**src/logic/csc_pkg.sv**
```systemverilog
package csc_pkg;

    // ************************************************************
    // Register map
    // ************************************************************
    localparam logic [31:0] CLOCK_CONTROL_ADDR = 32'h5000_0014;
    localparam logic [31:0] TIMER_CLOCK_PAD_MAP_ADDR = 32'h5000_0018;

    // ************************************************************
    // Field positions
    // ************************************************************
    localparam int SYS_SEL_LSB = 0;
    localparam int LP_SEL_LSB = 2;
    localparam int XTAL_DIS_BIT = 5;
    localparam int RUN_LP_BIT = 12;
    localparam int RUN_RC_BIT = 13;
    localparam int RUN_XTAL_BIT = 14;
    localparam int RUN_DBL_BIT = 15;
    localparam int WAKEUP_EN_BIT = 0;
    localparam int TMR1_HOLD_BIT = 1;
    localparam int TMR2_HOLD_BIT = 2;

    // ************************************************************
    // Encodings and reset values
    // ************************************************************
    localparam logic [1:0] SYS_FAST_CRYSTAL = 2'h0;
    localparam logic [1:0] SYS_FAST_RC = 2'h1;
    localparam logic [1:0] SYS_RC_LOWPOWER = 2'h2;
    localparam logic [1:0] SYS_DOUBLED = 2'h3;
    localparam logic [1:0] LP_RC_LOWPOWER = 2'h0;
    localparam logic [1:0] LP_RC_EXTENDED = 2'h1;
    localparam logic [1:0] LP_SLOW_CRYSTAL = 2'h2;
    localparam logic [1:0] LP_SQUARE_WAVE = 2'h3;
    localparam logic [1:0] SYS_SEL_RESET = SYS_FAST_RC;
    localparam logic [1:0] LP_SEL_RESET = LP_RC_LOWPOWER;

    // ************************************************************
    // Switch timing: gate-off and gate-on dwell, one less than the clock cycles spent in each
    // ************************************************************
    localparam logic [2:0] SWITCH_DWELL = 3'h3;

    // ************************************************************
    // Types
    // ************************************************************
    typedef struct packed {
        logic [31:0] addr;
        logic [31:0] wdata;
        logic wr;
        logic rd;
    } csc_bus_req_t;

    typedef struct packed {
        logic run_doubled;
        logic run_crystal;
        logic run_fast_rc;
        logic run_lowpower;
    } csc_running_t;

endpackage

```
**src/logic/csc_clock_source_select_ctrl.sv**
```systemverilog
`timescale 1ns/1ns
`default_nettype none
module csc_clock_source_select_ctrl (
    // Clock and reset
    input wire logic core_clk,
    input wire logic rst,
    // Register port
    input wire csc_pkg::csc_bus_req_t bus_req,
    output logic [31:0] bus_rdata,
    // Oscillator status
    input wire logic crystal_settled,
    input wire logic crystal_trim_ready,
    input wire logic wakeup_event,
    // Oscillator and mux control
    output logic fast_crystal_osc_enable,
    output logic [1:0] system_clock_select,
    output logic [1:0] lowpower_clock_select,
    output logic system_clock_gate,
    output logic [3:0] running_sources,
    // Always-on pad control
    output logic timer1_pwm_pad_hold,
    output logic timer2_pwm_pad_hold,
    output logic wakeup_counter_clock_enable
);

    // ************************************************************
    // Registers
    // ************************************************************
    typedef enum logic [1:0] {CSC_IDLE, CSC_GATE_OFF, CSC_GATE_ON} csc_state_t;

    csc_state_t state_reg;
    logic [1:0] sys_sel_reg;
    logic [1:0] active_sel_reg;
    logic [1:0] lp_sel_reg;
    logic crystal_disable_reg;
    logic [2:0] dwell_reg;
    logic [2:0] hold_reg;
    logic wr_ctrl;
    logic wr_tmr;

    function automatic logic [3:0] csc_onehot(input logic [1:0] sel);
        logic [3:0] r;
        r = 4'h0;
        case (sel)
            csc_pkg::SYS_FAST_CRYSTAL: r[2] = 1'b1;
            csc_pkg::SYS_FAST_RC: r[1] = 1'b1;
            csc_pkg::SYS_RC_LOWPOWER: r[0] = 1'b1;
            default: r[3] = 1'b1;
        endcase
        return r;
    endfunction

    assign wr_ctrl = bus_req.wr && (bus_req.addr == csc_pkg::CLOCK_CONTROL_ADDR);
    assign wr_tmr = bus_req.wr && (bus_req.addr == csc_pkg::TIMER_CLOCK_PAD_MAP_ADDR);

    // ************************************************************
    // Control register
    // ************************************************************
    always_ff @(posedge core_clk or posedge rst) begin
        if (rst) begin
            sys_sel_reg <= csc_pkg::SYS_SEL_RESET;
            lp_sel_reg <= csc_pkg::LP_SEL_RESET;
            crystal_disable_reg <= 1'b0;
        end else if (wr_ctrl) begin
            sys_sel_reg <= bus_req.wdata[csc_pkg::SYS_SEL_LSB +: 2];
            lp_sel_reg <= bus_req.wdata[csc_pkg::LP_SEL_LSB +: 2];
            crystal_disable_reg <= bus_req.wdata[csc_pkg::XTAL_DIS_BIT];
        end
    end

    // ************************************************************
    // Always-on pad register
    // ************************************************************
    // Only rst or a pad-map write changes it; wake-up never touches it
    always_ff @(posedge core_clk or posedge rst) begin
        if (rst) begin
            hold_reg <= 3'h0;
        end else if (wr_tmr) begin
            hold_reg <= bus_req.wdata[2:0];
        end
    end

    // ************************************************************
    // Crystal enable
    // ************************************************************
    // Driven from the next value of the disable bit, so it drops in the write cycle edge
    always_ff @(posedge core_clk or posedge rst) begin
        if (rst) begin
            fast_crystal_osc_enable <= 1'b1;
        end else if (wr_ctrl) begin
            fast_crystal_osc_enable <= !bus_req.wdata[csc_pkg::XTAL_DIS_BIT];
        end else if (wakeup_event) begin
            fast_crystal_osc_enable <= !crystal_disable_reg;
        end
    end

    // ************************************************************
    // Glitch-free source switch
    // ************************************************************
    // Gate low, wait, change mux, wait, ungate: no runt pulse on the clock.
    // Selecting the crystal before it settles is left to software.
    always_ff @(posedge core_clk or posedge rst) begin
        if (rst) begin
            state_reg <= CSC_IDLE;
            active_sel_reg <= csc_pkg::SYS_SEL_RESET;
            dwell_reg <= 3'h0;
            system_clock_gate <= 1'b1;
        end else begin
            case (state_reg)
                CSC_IDLE: begin
                    if (sys_sel_reg != active_sel_reg) begin
                        system_clock_gate <= 1'b0;
                        dwell_reg <= csc_pkg::SWITCH_DWELL;
                        state_reg <= CSC_GATE_OFF;
                    end
                end
                CSC_GATE_OFF: begin
                    if (dwell_reg == 3'h0) begin
                        active_sel_reg <= sys_sel_reg;
                        dwell_reg <= csc_pkg::SWITCH_DWELL;
                        state_reg <= CSC_GATE_ON;
                    end else begin
                        dwell_reg <= dwell_reg - 3'h1;
                    end
                end
                CSC_GATE_ON: begin
                    if (dwell_reg == 3'h0) begin
                        system_clock_gate <= 1'b1;
                        state_reg <= CSC_IDLE;
                    end else begin
                        dwell_reg <= dwell_reg - 3'h1;
                    end
                end
                default: state_reg <= CSC_IDLE;
            endcase
        end
    end

    // ************************************************************
    // Outputs
    // ************************************************************
    always_ff @(posedge core_clk or posedge rst) begin
        if (rst) begin
            system_clock_select <= csc_pkg::SYS_SEL_RESET;
            lowpower_clock_select <= csc_pkg::LP_SEL_RESET;
            running_sources <= 4'h2;
            timer1_pwm_pad_hold <= 1'b0;
            timer2_pwm_pad_hold <= 1'b0;
            wakeup_counter_clock_enable <= 1'b0;
        end else begin
            system_clock_select <= active_sel_reg;
            lowpower_clock_select <= lp_sel_reg;
            if (state_reg == CSC_IDLE) begin
                running_sources <= csc_onehot(active_sel_reg);
            end
            timer1_pwm_pad_hold <= hold_reg[csc_pkg::TMR1_HOLD_BIT];
            timer2_pwm_pad_hold <= hold_reg[csc_pkg::TMR2_HOLD_BIT];
            wakeup_counter_clock_enable <= hold_reg[csc_pkg::WAKEUP_EN_BIT];
        end
    end

    // ************************************************************
    // Read data
    // ************************************************************
    always_ff @(posedge core_clk or posedge rst) begin
        if (rst) begin
            bus_rdata <= 32'h0;
        end else if (bus_req.rd) begin
            bus_rdata <= 32'h0;
            if (bus_req.addr == csc_pkg::CLOCK_CONTROL_ADDR) begin
                bus_rdata[csc_pkg::SYS_SEL_LSB +: 2] <= sys_sel_reg;
                bus_rdata[csc_pkg::LP_SEL_LSB +: 2] <= lp_sel_reg;
                bus_rdata[csc_pkg::XTAL_DIS_BIT] <= crystal_disable_reg;
                bus_rdata[csc_pkg::RUN_LP_BIT] <= running_sources[0];
                bus_rdata[csc_pkg::RUN_RC_BIT] <= running_sources[1];
                bus_rdata[csc_pkg::RUN_XTAL_BIT] <= running_sources[2];
                bus_rdata[csc_pkg::RUN_DBL_BIT] <= running_sources[3];
            end else if (bus_req.addr == csc_pkg::TIMER_CLOCK_PAD_MAP_ADDR) begin
                bus_rdata[2:0] <= hold_reg;
            end
        end else begin
            bus_rdata <= 32'h0;
        end
    end

endmodule
`default_nettype wire

```
**config.mk**
```make
export PLATFORM = sky130hd
export DESIGN_NAME = csc_clock_source_select_ctrl
export DESIGN_NICKNAME = d
export VERILOG_FILES = /design/src/logic/csc_pkg.sv /design/src/logic/csc_clock_source_select_ctrl.sv
export SDC_FILE = /design/constraint.sdc
export NUM_CORES = 1
export LEC_CHECK = 0
export BUFFER_PORTS_ARGS = -buffer_cell sky130_fd_sc_hd__buf_2
export CAP_MARGIN = 20
export CORE_MARGIN = 4
export CORE_UTILIZATION = 43
export DETAILED_ROUTE_END_ITERATION = 10
export PLACE_DENSITY_LB_ADDON = 0.2
export SLEW_MARGIN = 0
export SYNTH_ARGS = -nofsm -noshare
export SYNTH_HDL_FRONTEND = slang
export SYNTH_SLANG_ARGS = --single-unit
```
**constraint.sdc**
```tcl
create_clock -name core_clk -period 2.35 [get_ports core_clk]
set_clock_uncertainty 0.05 [all_clocks]
set_input_delay 0.235 -clock core_clk [delete_from_list [all_inputs] [get_ports core_clk]]
set_output_delay 0.235 -clock core_clk [all_outputs]
set_load 0.005 [all_outputs]
```
==> out/results.txt, run 1 <==
Mapped Cells - 166
PwrDens - 493.4 nW/µm²
max FFs per register - 9
IO buf count - 63
top post-synthesis cells by count - dfrtp_1 (31), buf_4 (23), inv_1 (12)
vias per cell - 4.816
Antenna diodes - 0
Synth Cell Area - 1902 µm²
Post-CTS Resized - 0
WL/cell - 12.65 µm
combinational power share - 0.068
Min Clock Period, post-route - 1980 ps
Switching Share - 0.2245
WL met2 - 1710 µm
Yosys cell types - 39
clock share of power - 0.369
Hold Path Class - primary input to flop
DRT Wirelength - 3644 µm
worst flop-to-flop path startpoint - state_reg[0]
initial antenna violation count - 0
total routing usage reported by global routing - 0.1381
max-slew violations - 0
H-tree levels - 2
# rows - 23
flops & latches, synth - 37
IO Pins - 116
CP arrival - 2100 ps
Post-DP HPWL - 2877 µm
die height - 74.51 µm
CTS tree - done
vias after detailed routing - 1387
cell taking the most area after synthesis - dfrtp_1
CP max-delay cell - a311oi_1
share of layout cells above drive strength 1 - 0.4034
DRC - 0
WS Path Type - flop to flop
Die Wd - 74.51 µm
Largest regs - bus_rdata: 9 flops, running_sources: 4 flops
clock-pin slew on the worst setup and hold paths - 70 ps
Root Driver - clkbuf_8
top_reg_cell synth - dfrtp_1
CP top delay family - compound AO/OA/AOI/OAI gates
GRT overflow - 0
Worst Max-Slew Pin Slew - 615.7 ps
VDD IR max - 0.0002504 V
mean post-synth cell area - 11.46 µm²
TritonRoute pass-1 iters - 4
final-report hold violation count - 0
Max-slew headroom - 0.5868
Hold Slack - 68.36 ps
Met3 Wirelength - 372 µm
Buf/Inv on CP - 1
Crit path required time - 2470 ps
Final Wtd Congestion - 0.8529
Skew-Pair Late Insertion Delay - 280 ps
Die ar. - 5551 µm²
most common cell in the netlist - dfrtp_1
pin count of the biggest net entering global routing - 38
Top reg by flops - bus_rdata
leading post-synthesis cells by cell area - dfrtp_1 (41%), buf_4 (9.1%), dfstp_2 (8.3%)
Final #Nets - 314
Post-synth EDFFs - 0
Flop pwr share - 0.563
CORE AREA - 4144 µm²
Synth top area share - 0.4079
Highest Signal Layer - met4
clk sinks - 37
Net Switching - 0.2544 mW
leakage power total - 1.177 nW
antenna-violating nets left - 0
Area Growth Syn to Fin - 20.72%
CTS Buf Count - 5
Max-cap violations - 0
Startpoint Class - flop
Async SR Flop Fraction - 1.000
Initial Util - 0.4589
final period utilization - 0.8425
RSZ-0062 raised after global routing - false
CP Cell Sequence - inv_1 -> ha_1 -> and3b_1 -> a311oi_1 -> a31oi_1 -> o22a_1
slowest stage delay, CP - 540 ps
register area share after synthesis - 0.4908
Worst Setup SP - state_reg[0]
# setup viols final - 0
vias in the first global route - 1348
FILL cells - 382
Achievable Freq - 505.1 MHz
first-pass GRT wire length - 5809 µm
setup repair bufs after CTS - 0
Crit Path Max Fanout - 5
status - completed
WL met1 - 1472 µm
Initial DRC Count - 34
setup TNS - 0 ps
CTS Buffer Depth - 2
Syn. warnings - 0
worst hold start - bus_req[7]
Internal - 0.8785 mW
crit end category - flop
==> power groups by stage <==
stage	Clock, mW	Combinational, mW	Sequential [mW]
6_report	0.418	0.0773	0.637
5_1_grt	0.457	0.0886	0.637
4_1_cts	0.424	0.0777	0.637
3_5_place_dp	0	0.0764	0.649
3_3_place_gp	0	0.0755	0.649
2_1_floorplan	0	0.0578	0.649
==> final timing paths <==
| kind | endpoint | slack, ps | depth (start not counted) |
|---|---|---|---|
| max | dwell_reg[0] | 370 | 6 |
| min | fast_crystal_osc_enable | 70 | 2 |
| max reg2reg | dwell_reg[0] | 370 | 6 |
| min reg2reg | timer2_pwm_pad_hold | 350 | 0 |
| max in group asynchronous | fast_crystal_osc_enable | 1370 | 4 |
| min in group asynchronous | bus_rdata[14] | 530 | 4 |
==> per-layer routing <==
layer,track usage,up-vias
li1,-,670
met1,0.1650,634
met2,0.2312,76
met3,0.04054,7
met4,0.05929,0
met5,0,-
==> cell type report <==
class                           instances  area (µm²)  share of cell area
Timing Repair Buffer                   67       347.8              0.1515
Multi-Input combinational cell        114       825.8              0.3597
Tap cell                               50       62.56             0.02725
Sequential cell                        37       933.4              0.4065
Clock buffer                            7       76.32             0.03324
Inverter                               12       45.04             0.01962
Clock inverter                          1       5.005            0.002180
==> placed cells by master, fill, tap and decap left out, types with 2 or more instances in the layout <==
cell type | Yosys | layout
dfrtp_1 | 31 | 31
and4_1 | 2 | 2
buf_2 | 0 | 63
nor4_4 | 3 | 3
clkbuf_8 | 0 | 5
buf_4 | 23 | 3
a21oi_1 | 8 | 8
nand3_1 | 8 | 8
nor4_1 | 2 | 2
conb_1 | 1 | 23
and2_1 | 6 | 6
xnor2_1 | 2 | 2
dfstp_2 | 6 | 6
clkbuf_1 | 2 | 2
nor2b_1 | 5 | 5
inv_1 | 12 | 12
ha_1 | 6 | 6
nor4b_1 | 2 | 2
nor2_1 | 4 | 4
mux2_4 | 5 | 5
mux2_2 | 6 | 6
nand3b_1 | 2 | 2
nand2_1 | 5 | 5
o21ai_0 | 8 | 8
==> what timing repair did <==
| item | CTS | global route |
|---|---|---|
| hold buffers | 1 | 0 |
| setup endpoints to repair | 0 | 0 |
| endpoints found under the hold margin | 10 | 0 |
==> logic make-up after synthesis <==
group | synth area share
buffers and inverters | 0.1184
AO/OA/AOI/OAI | 0.07041
flip-flops | 0.4908
XOR/XNOR | 0.009212
multiplexers | 0.08026
adder cells (fa/ha/maj) | 0.03947
AND/OR/NAND/NOR | 0.1895
other | 0.001972
==> per-stage QoR <==
stage	area (µm²)	utilization	setup WS [ps]	std cells	total power, mW
after floorplan	1984	-	636.3	188	0.7068
after global placement	2205	0.5320	394.2	279	0.7245
after detailed placement	2205	0.5320	367.5	279	0.7254
after CTS	2296	0.5540	346.4	288	1.140
after global routing	2296	0.5540	118.2	288	1.183
final	2296	0.5540	370.2	288	1.133
No activity file was read; power rests on OpenSTA's default activity.
==> inputs of run 2 (changes only) <==
CORE_UTILIZATION = 39   (was 43)
clock period = 1.8 ns   (was 2.35 ns; I/O delays follow)
==> out/results.txt, run 2 (synthesis gave the netlist of run 1 again) <==
# rows - 25 (+8.7%)
Pwr Total - 1.663 mW (+47%)
Largest regs - bus_rdata: 9 flops, running_sources: 4 flops
Post-DP HPWL - 2863 µm (-0.50%)
Die Wd - 77.83 µm (+4.5%)
Root Driver - clkbuf_8
DRT Wirelength - 3620 µm (-0.66%)
VDD IR max - 0.0002488 V (-0.66%)
Crit path required time - 1960 ps (-510 ps)
Crit Path Max Fanout - 4 (-1)
Antenna diodes - 0 (unchanged)
final period utilization - 0.9042 (+0.06173)
setup repair bufs after CTS - 0 (unchanged)
crit end category - flop
Max-cap violations - 0 (unchanged)
vias after detailed routing - 1381 (-0.43%)
Achievable Freq - 614.4 MHz (+22%)
Highest Signal Layer - met4
# setup viols final - 0 (unchanged)
WL met1 - 1545 µm (+5.0%)
leakage power total - 1.222 nW (+3.8%)
max-slew violations - 0 (unchanged)
commonest non-fill, non-tap cell in the layout - buf_2
Startpoint Class - flop
Skew-Pair Late Insertion Delay - 280 ps (about the same)
Worst Hold Depth - 2 (unchanged)
CORE AREA - 4723 µm² (+14%)
Final #Nets - 319 (+1.6%)
Initial DRC Count - 41 (+21%)
IO buf count - 63 (unchanged)
clk sinks - 37 (unchanged)
Min Clock Period, post-route - 1628 ps (-352.2 ps)
Initial Util - 0.4026 (-0.05629)
pin count of the biggest net entering global routing - 38 (unchanged)
Top reg by flops - bus_rdata
DRC - 0 (unchanged)
Final Wtd Congestion - 0.7869 (-7.7%)
CP arrival - 1790 ps (-310 ps)
H-tree levels - 2 (unchanged)
initial antenna violation count - 0 (unchanged)
Met3 Wirelength - 324 µm (-13%)
Die ar. - 6058 µm² (+9.1%)
vias in the first global route - 1448 (+7.4%)
WS Path Type - flop to flop
final-report hold violation count - 0 (unchanged)
antenna-violating nets left - 0 (unchanged)
status - completed
CTS tree - done
RSZ-0062 raised after global routing - false
share of layout cells above drive strength 1 - 0.4239 (+0.02051)
CTS Buf Count - 5 (unchanged)
first-pass GRT wire length - 6216 µm (+7.0%)
TritonRoute pass-1 iters - 4 (unchanged)
die height - 77.83 µm (+4.5%)
Area Growth Syn to Fin - 25.99%
clock-pin slew on the worst setup and hold paths - 70 ps (about the same)
PwrDens - 694.2 nW/µm² (+41%)
setup TNS - 0 ps (unchanged)
WL/cell - 11.68 µm (-7.7%)
Layout Utilization - 0.5073 (-0.04676)
most frequent cells in the layout - buf_2 (63), dfrtp_1 (31), conb_1 (23)
vias per cell - 4.455 (-7.5%)
total routing usage reported by global routing - 0.1273 (-0.01076)
IO Pins - 116 (unchanged)
WL met2 - 1691 µm (-1.1%)
R2R cell count - 7 (+1)
GRT overflow - 0 (unchanged)
CTS Buffer Depth - 2 (unchanged)
Hold Path Class - primary input to flop
max FFs per register - 9 (unchanged)
==> run 2: changes by cell type in the layout (fill, tap and decap cells not counted) <==
cell and delta:
o21ai_0 -1, buf_4 +5, clkbuf_1 -1, clkinv_2 -1, clkbuf_8 +1, a311oi_2 +1, bufinv_16 +1, a311oi_1 -1
o21ai_1 +1
==> run 2: timing repair <==
| item | CTS | global route |
|---|---|---|
| endpoints found under the hold margin | 31 | 0 |
| hold buffers | 1 | 0 |
| endpoints found under the setup margin | 0 | 3 |
| resized for setup | 0 | 2 |
==> run 2: path summary, 6_finish.rpt <==
kind	from	to	slack (ps)
worst max-delay path	dwell_reg[0]	dwell_reg[2]	170
worst min-delay path	bus_req[7]	fast_crystal_osc_enable	10
worst max register to register	dwell_reg[0]	dwell_reg[2]	170
worst min register to register	lp_sel_reg[1]	lowpower_clock_select[1]	350
max in group asynchronous	rst	system_clock_gate	860
min in group asynchronous	rst	bus_rdata[0]	500
==> run 2: where the power goes <==
group | total (mW) | switching [mW] | internal (mW)
clock | 0.728 | 0.277 | 0.451
combinational | 0.103 | 0.0583 | 0.0450
sequential | 0.832 | 0.0000921 | 0.832
==> run 2: worst max-delay path, stage by stage (launching register included) <==
cell      delay [ps]
dfrtp_1          400
inv_1             80
ha_1             220
and3b_1          190
a311oi_2         260
buf_4            170
a21oi_1           60
o21ai_1          120
==> run 2: metal layers <==
metal,GRT usage,vias up
met3,0.03016,6
met2,0.2175,71
met5,0,-
met4,0.04804,0
li1,-,676
met1,0.1544,628
==> run 2: layout make-up <==
class                      instances  area [µm²]
inverter                          12       45.04
tap                               67       83.83
sequential                        37       933.4
fill                             434        2327
clock buffer                       7       86.33
clock inverter                     1       30.03
timing repair buffer              72       385.4
multi-input combinational        114       832.0
==> run 2: stage by stage <==
step                cells  setup WS, ps  cell area, µm²  hold slack (ps)
finish                310         172.4            2396            12.29
global route          310         39.54            2396            8.196
CTS                   310         48.69            2390           0.9447
detailed placement    301        -52.72            2263            256.9
global placement      301        -23.25            2263            257.5
floorplan             188         86.30            1984            188.6
==> inputs of run 3 (changes only) <==
ABC_AREA = 1   (was unset)
CORE_UTILIZATION = 40   (was 39)
==> out/results.txt, run 3 <==
Hold Slack - 54.69 ps (+42.40 ps)
antenna-violating nets left - 0 (unchanged)
Crit Path Max Fanout - 3 (-1)
WL/cell - 9.761 µm (-16%)
Async SR Flop Fraction - 1.000 (unchanged)
total routing usage reported by global routing - 0.1253 (-0.001972)
CORE AREA - 4786 µm² (+1.3%)
Skew-Pair Late Insertion Delay - 290 ps (about the same)
vias in the first global route - 1445 (-0.21%)
GRT overflow - 0 (unchanged)
Worst Max-Slew Pin Slew - 510.4 ps
commonest non-fill, non-tap cell in the layout - buf_2
IO Pins - 116 (unchanged)
Worst Setup SP - state_reg[0]
vias after detailed routing - 1578 (+14%)
WS Path Type - flop to flop
top post-synthesis cells by count - nand2_1 (41), inv_1 (34), nor2_1 (32), dfrtp_1 (31), buf_4 (23)
Startpoint Class - flop
mean post-synth cell area - 8.484 µm² (-26%)
CP arrival - 1600 ps (-190 ps)
Top reg by flops - bus_rdata
pre-CTS setup slack - 381.4 ps (+434.1 ps)
DRT Wirelength - 3680 µm (+1.7%)
first-pass GRT wire length - 6203 µm (-0.21%)
FILL cells - 476 (+9.7%)
Achievable Freq - 696.6 MHz (+13%)
Mapped Cells - 237 (+43%)
most common cell in the netlist - nand2_1
Final Wtd Congestion - 0.7542 (-4.2%)
CP endpoint - state_reg[0]
CTS Buf Count - 5 (unchanged)
most frequent cells in the layout - buf_2 (63), nand2_1 (41), inv_1 (34)
share of layout cells above drive strength 1 - 0.3710 (-0.05290)
Synth Cell Area - 2011 µm² (+5.7%)
clk sinks - 37 (unchanged)
final-report hold violation count - 0 (unchanged)
Antenna diodes - 0 (unchanged)
worst flop-to-flop path startpoint - state_reg[0]
die height - 78.90 µm (+1.4%)
final worst slack - 364.5 ps (+192.1 ps)
PwrDens - 801.7 nW/µm² (+15%)
# setup viols final - 0 (unchanged)
Root Driver - clkbuf_8
VDD IR max - 0.0002729 V (+9.7%)
Min Clock Period, post-route - 1436 ps (-192.1 ps)
Syn. warnings - 0 (unchanged)
Die Wd - 78.90 µm (+1.4%)
Largest regs - bus_rdata: 9 flops, running_sources: 4 flops
DRC - 0 (unchanged)
top_reg_cell synth - dfrtp_1
max-slew violations - 0 (unchanged)
Pwr Total - 1.979 mW (+19%)
Synth top area share - 0.3858 (-0.02208)
leakage power total - 1.358 nW (+11%)
CTS Buffer Depth - 2 (unchanged)
status - completed
# rows - 25 (unchanged)
flops & latches, synth - 37 (unchanged)
setup TNS - 0 ps (unchanged)
cell taking the most area after synthesis - dfrtp_1
Post-synth EDFFs - 0 (unchanged)
Yosys cell types - 27 (-31%)
R2R Path End - state_reg[0]
Initial Util - 0.4201 (+0.01748)
Max-cap violations - 0 (unchanged)
Hold Path Class - primary input to flop
CTS tree - done
R2R cell count - 7 (unchanged)
max FFs per register - 9 (unchanged)
initial antenna violation count - 0 (unchanged)
register area share after synthesis - 0.4642 (-0.02657)
crit end category - flop
H-tree levels - 2 (unchanged)
Max-slew headroom - 0.6594
IO buf count - 63 (unchanged)
Area Growth Syn to Fin - 22.78%
leading post-synthesis cells by cell area - dfrtp_1 (39%), buf_4 (8.6%), dfstp_2 (7.8%)
Post-CTS Resized - 0 (unchanged)
Final #Nets - 386 (+21%)
final period utilization - 0.7975 (-0.1067)
vias per cell - 4.186 (-6.0%)
Crit path required time - 1970 ps (about the same)
pin count of the biggest net entering global routing - 14 (-63%)
clock-pin slew on the worst setup and hold paths - 70 ps (about the same)
Post-DP HPWL - 3003 µm (+4.9%)
Layout Utilization - 0.5158 (+0.008532)
RSZ-0062 raised after global routing - false
TritonRoute pass-1 iters - 4 (unchanged)
reg-to-reg setup timing slack - 360 ps (+190 ps)
Die ar. - 6225 µm² (+2.8%)
Initial DRC Count - 40 (-2.4%)
run 3: how the worst min path moves through the flow:
| stage | depth (start not counted) | to | startpoint | slack, ps |
|---|---|---|---|---|
| finish | 3 | lp_sel_reg[1] | bus_req[5] | 50 |
| global route | 3 | lp_sel_reg[1] | bus_req[5] | 40 |
| CTS | 3 | lp_sel_reg[1] | bus_req[5] | 40 |
| detailed placement | 2 | bus_rdata[0] | rst | 190 |
| global placement | 2 | bus_rdata[0] | rst | 190 |
| floorplan | 2 | sys_sel_reg[0] | bus_req[2] | 230 |
run 3: area by class of cell:
class / instances / area, µm² / area share
flip-flops and latches: 37 / 933.4 / 0.3781
multi-input cells: 159 / 832.0 / 0.3370
repair buffers: 67 / 347.8 / 0.1409
inverters: 39 / 151.4 / 0.06133
well taps: 67 / 83.83 / 0.03396
clock buffers: 6 / 82.58 / 0.03345
clock inverters: 2 / 37.54 / 0.01521
run 3: kinds of logic after synthesis:
logic type | share of synthesized area
xor+xnor | 0.004357
other cells | 0.001865
flops | 0.4642
fa+ha+maj | 0.03734
compound gates | 0.06471
buf+inv | 0.1630
simple gates | 0.2645
run 3: power breakdown:
group / switching [mW] / internal, mW / total (mW) / leakage, nW
logic: 0.196 / 0.129 / 0.325 / 0.846
clock network: 0.288 / 0.450 / 0.738 / 0.0574
registers: 0.0264 / 0.889 / 0.916 / 0.454
total: 0.510 / 1.47 / 1.98 / 1.36
run 3: routing by layer:
metal,share of wire,global-route usage,up-vias
li1,-,-,819
met1,0.43,0.1476,685
met2,0.46,0.2131,70
met3,0.094,0.03401,4
met4,0.013,0.05670,0
met5,0,0,-
run 3: metrics by stage:
stage / instance area [µm²] / std cells
2_1_floorplan: 2093 / 259
3_3_place_gp: 2338 / 368
3_5_place_dp: 2338 / 368
4_1_cts: 2469 / 377
5_1_grt: 2469 / 377
6_report: 2469 / 377
run 3: timing repair:
item                                   4_1_cts  5_1_grt
setup buffers                                0        0
hold buffers                                 1        0
endpoints found under the hold margin        8        0
run 3: worst max-delay path: stages (launching register included):
cell and delay, ps:
dfrtp_1 380, inv_1 90, ha_1 230, nor2_1 200, nor2_1 80, nor2_2 180
nand2_1 80, o21ai_2 60
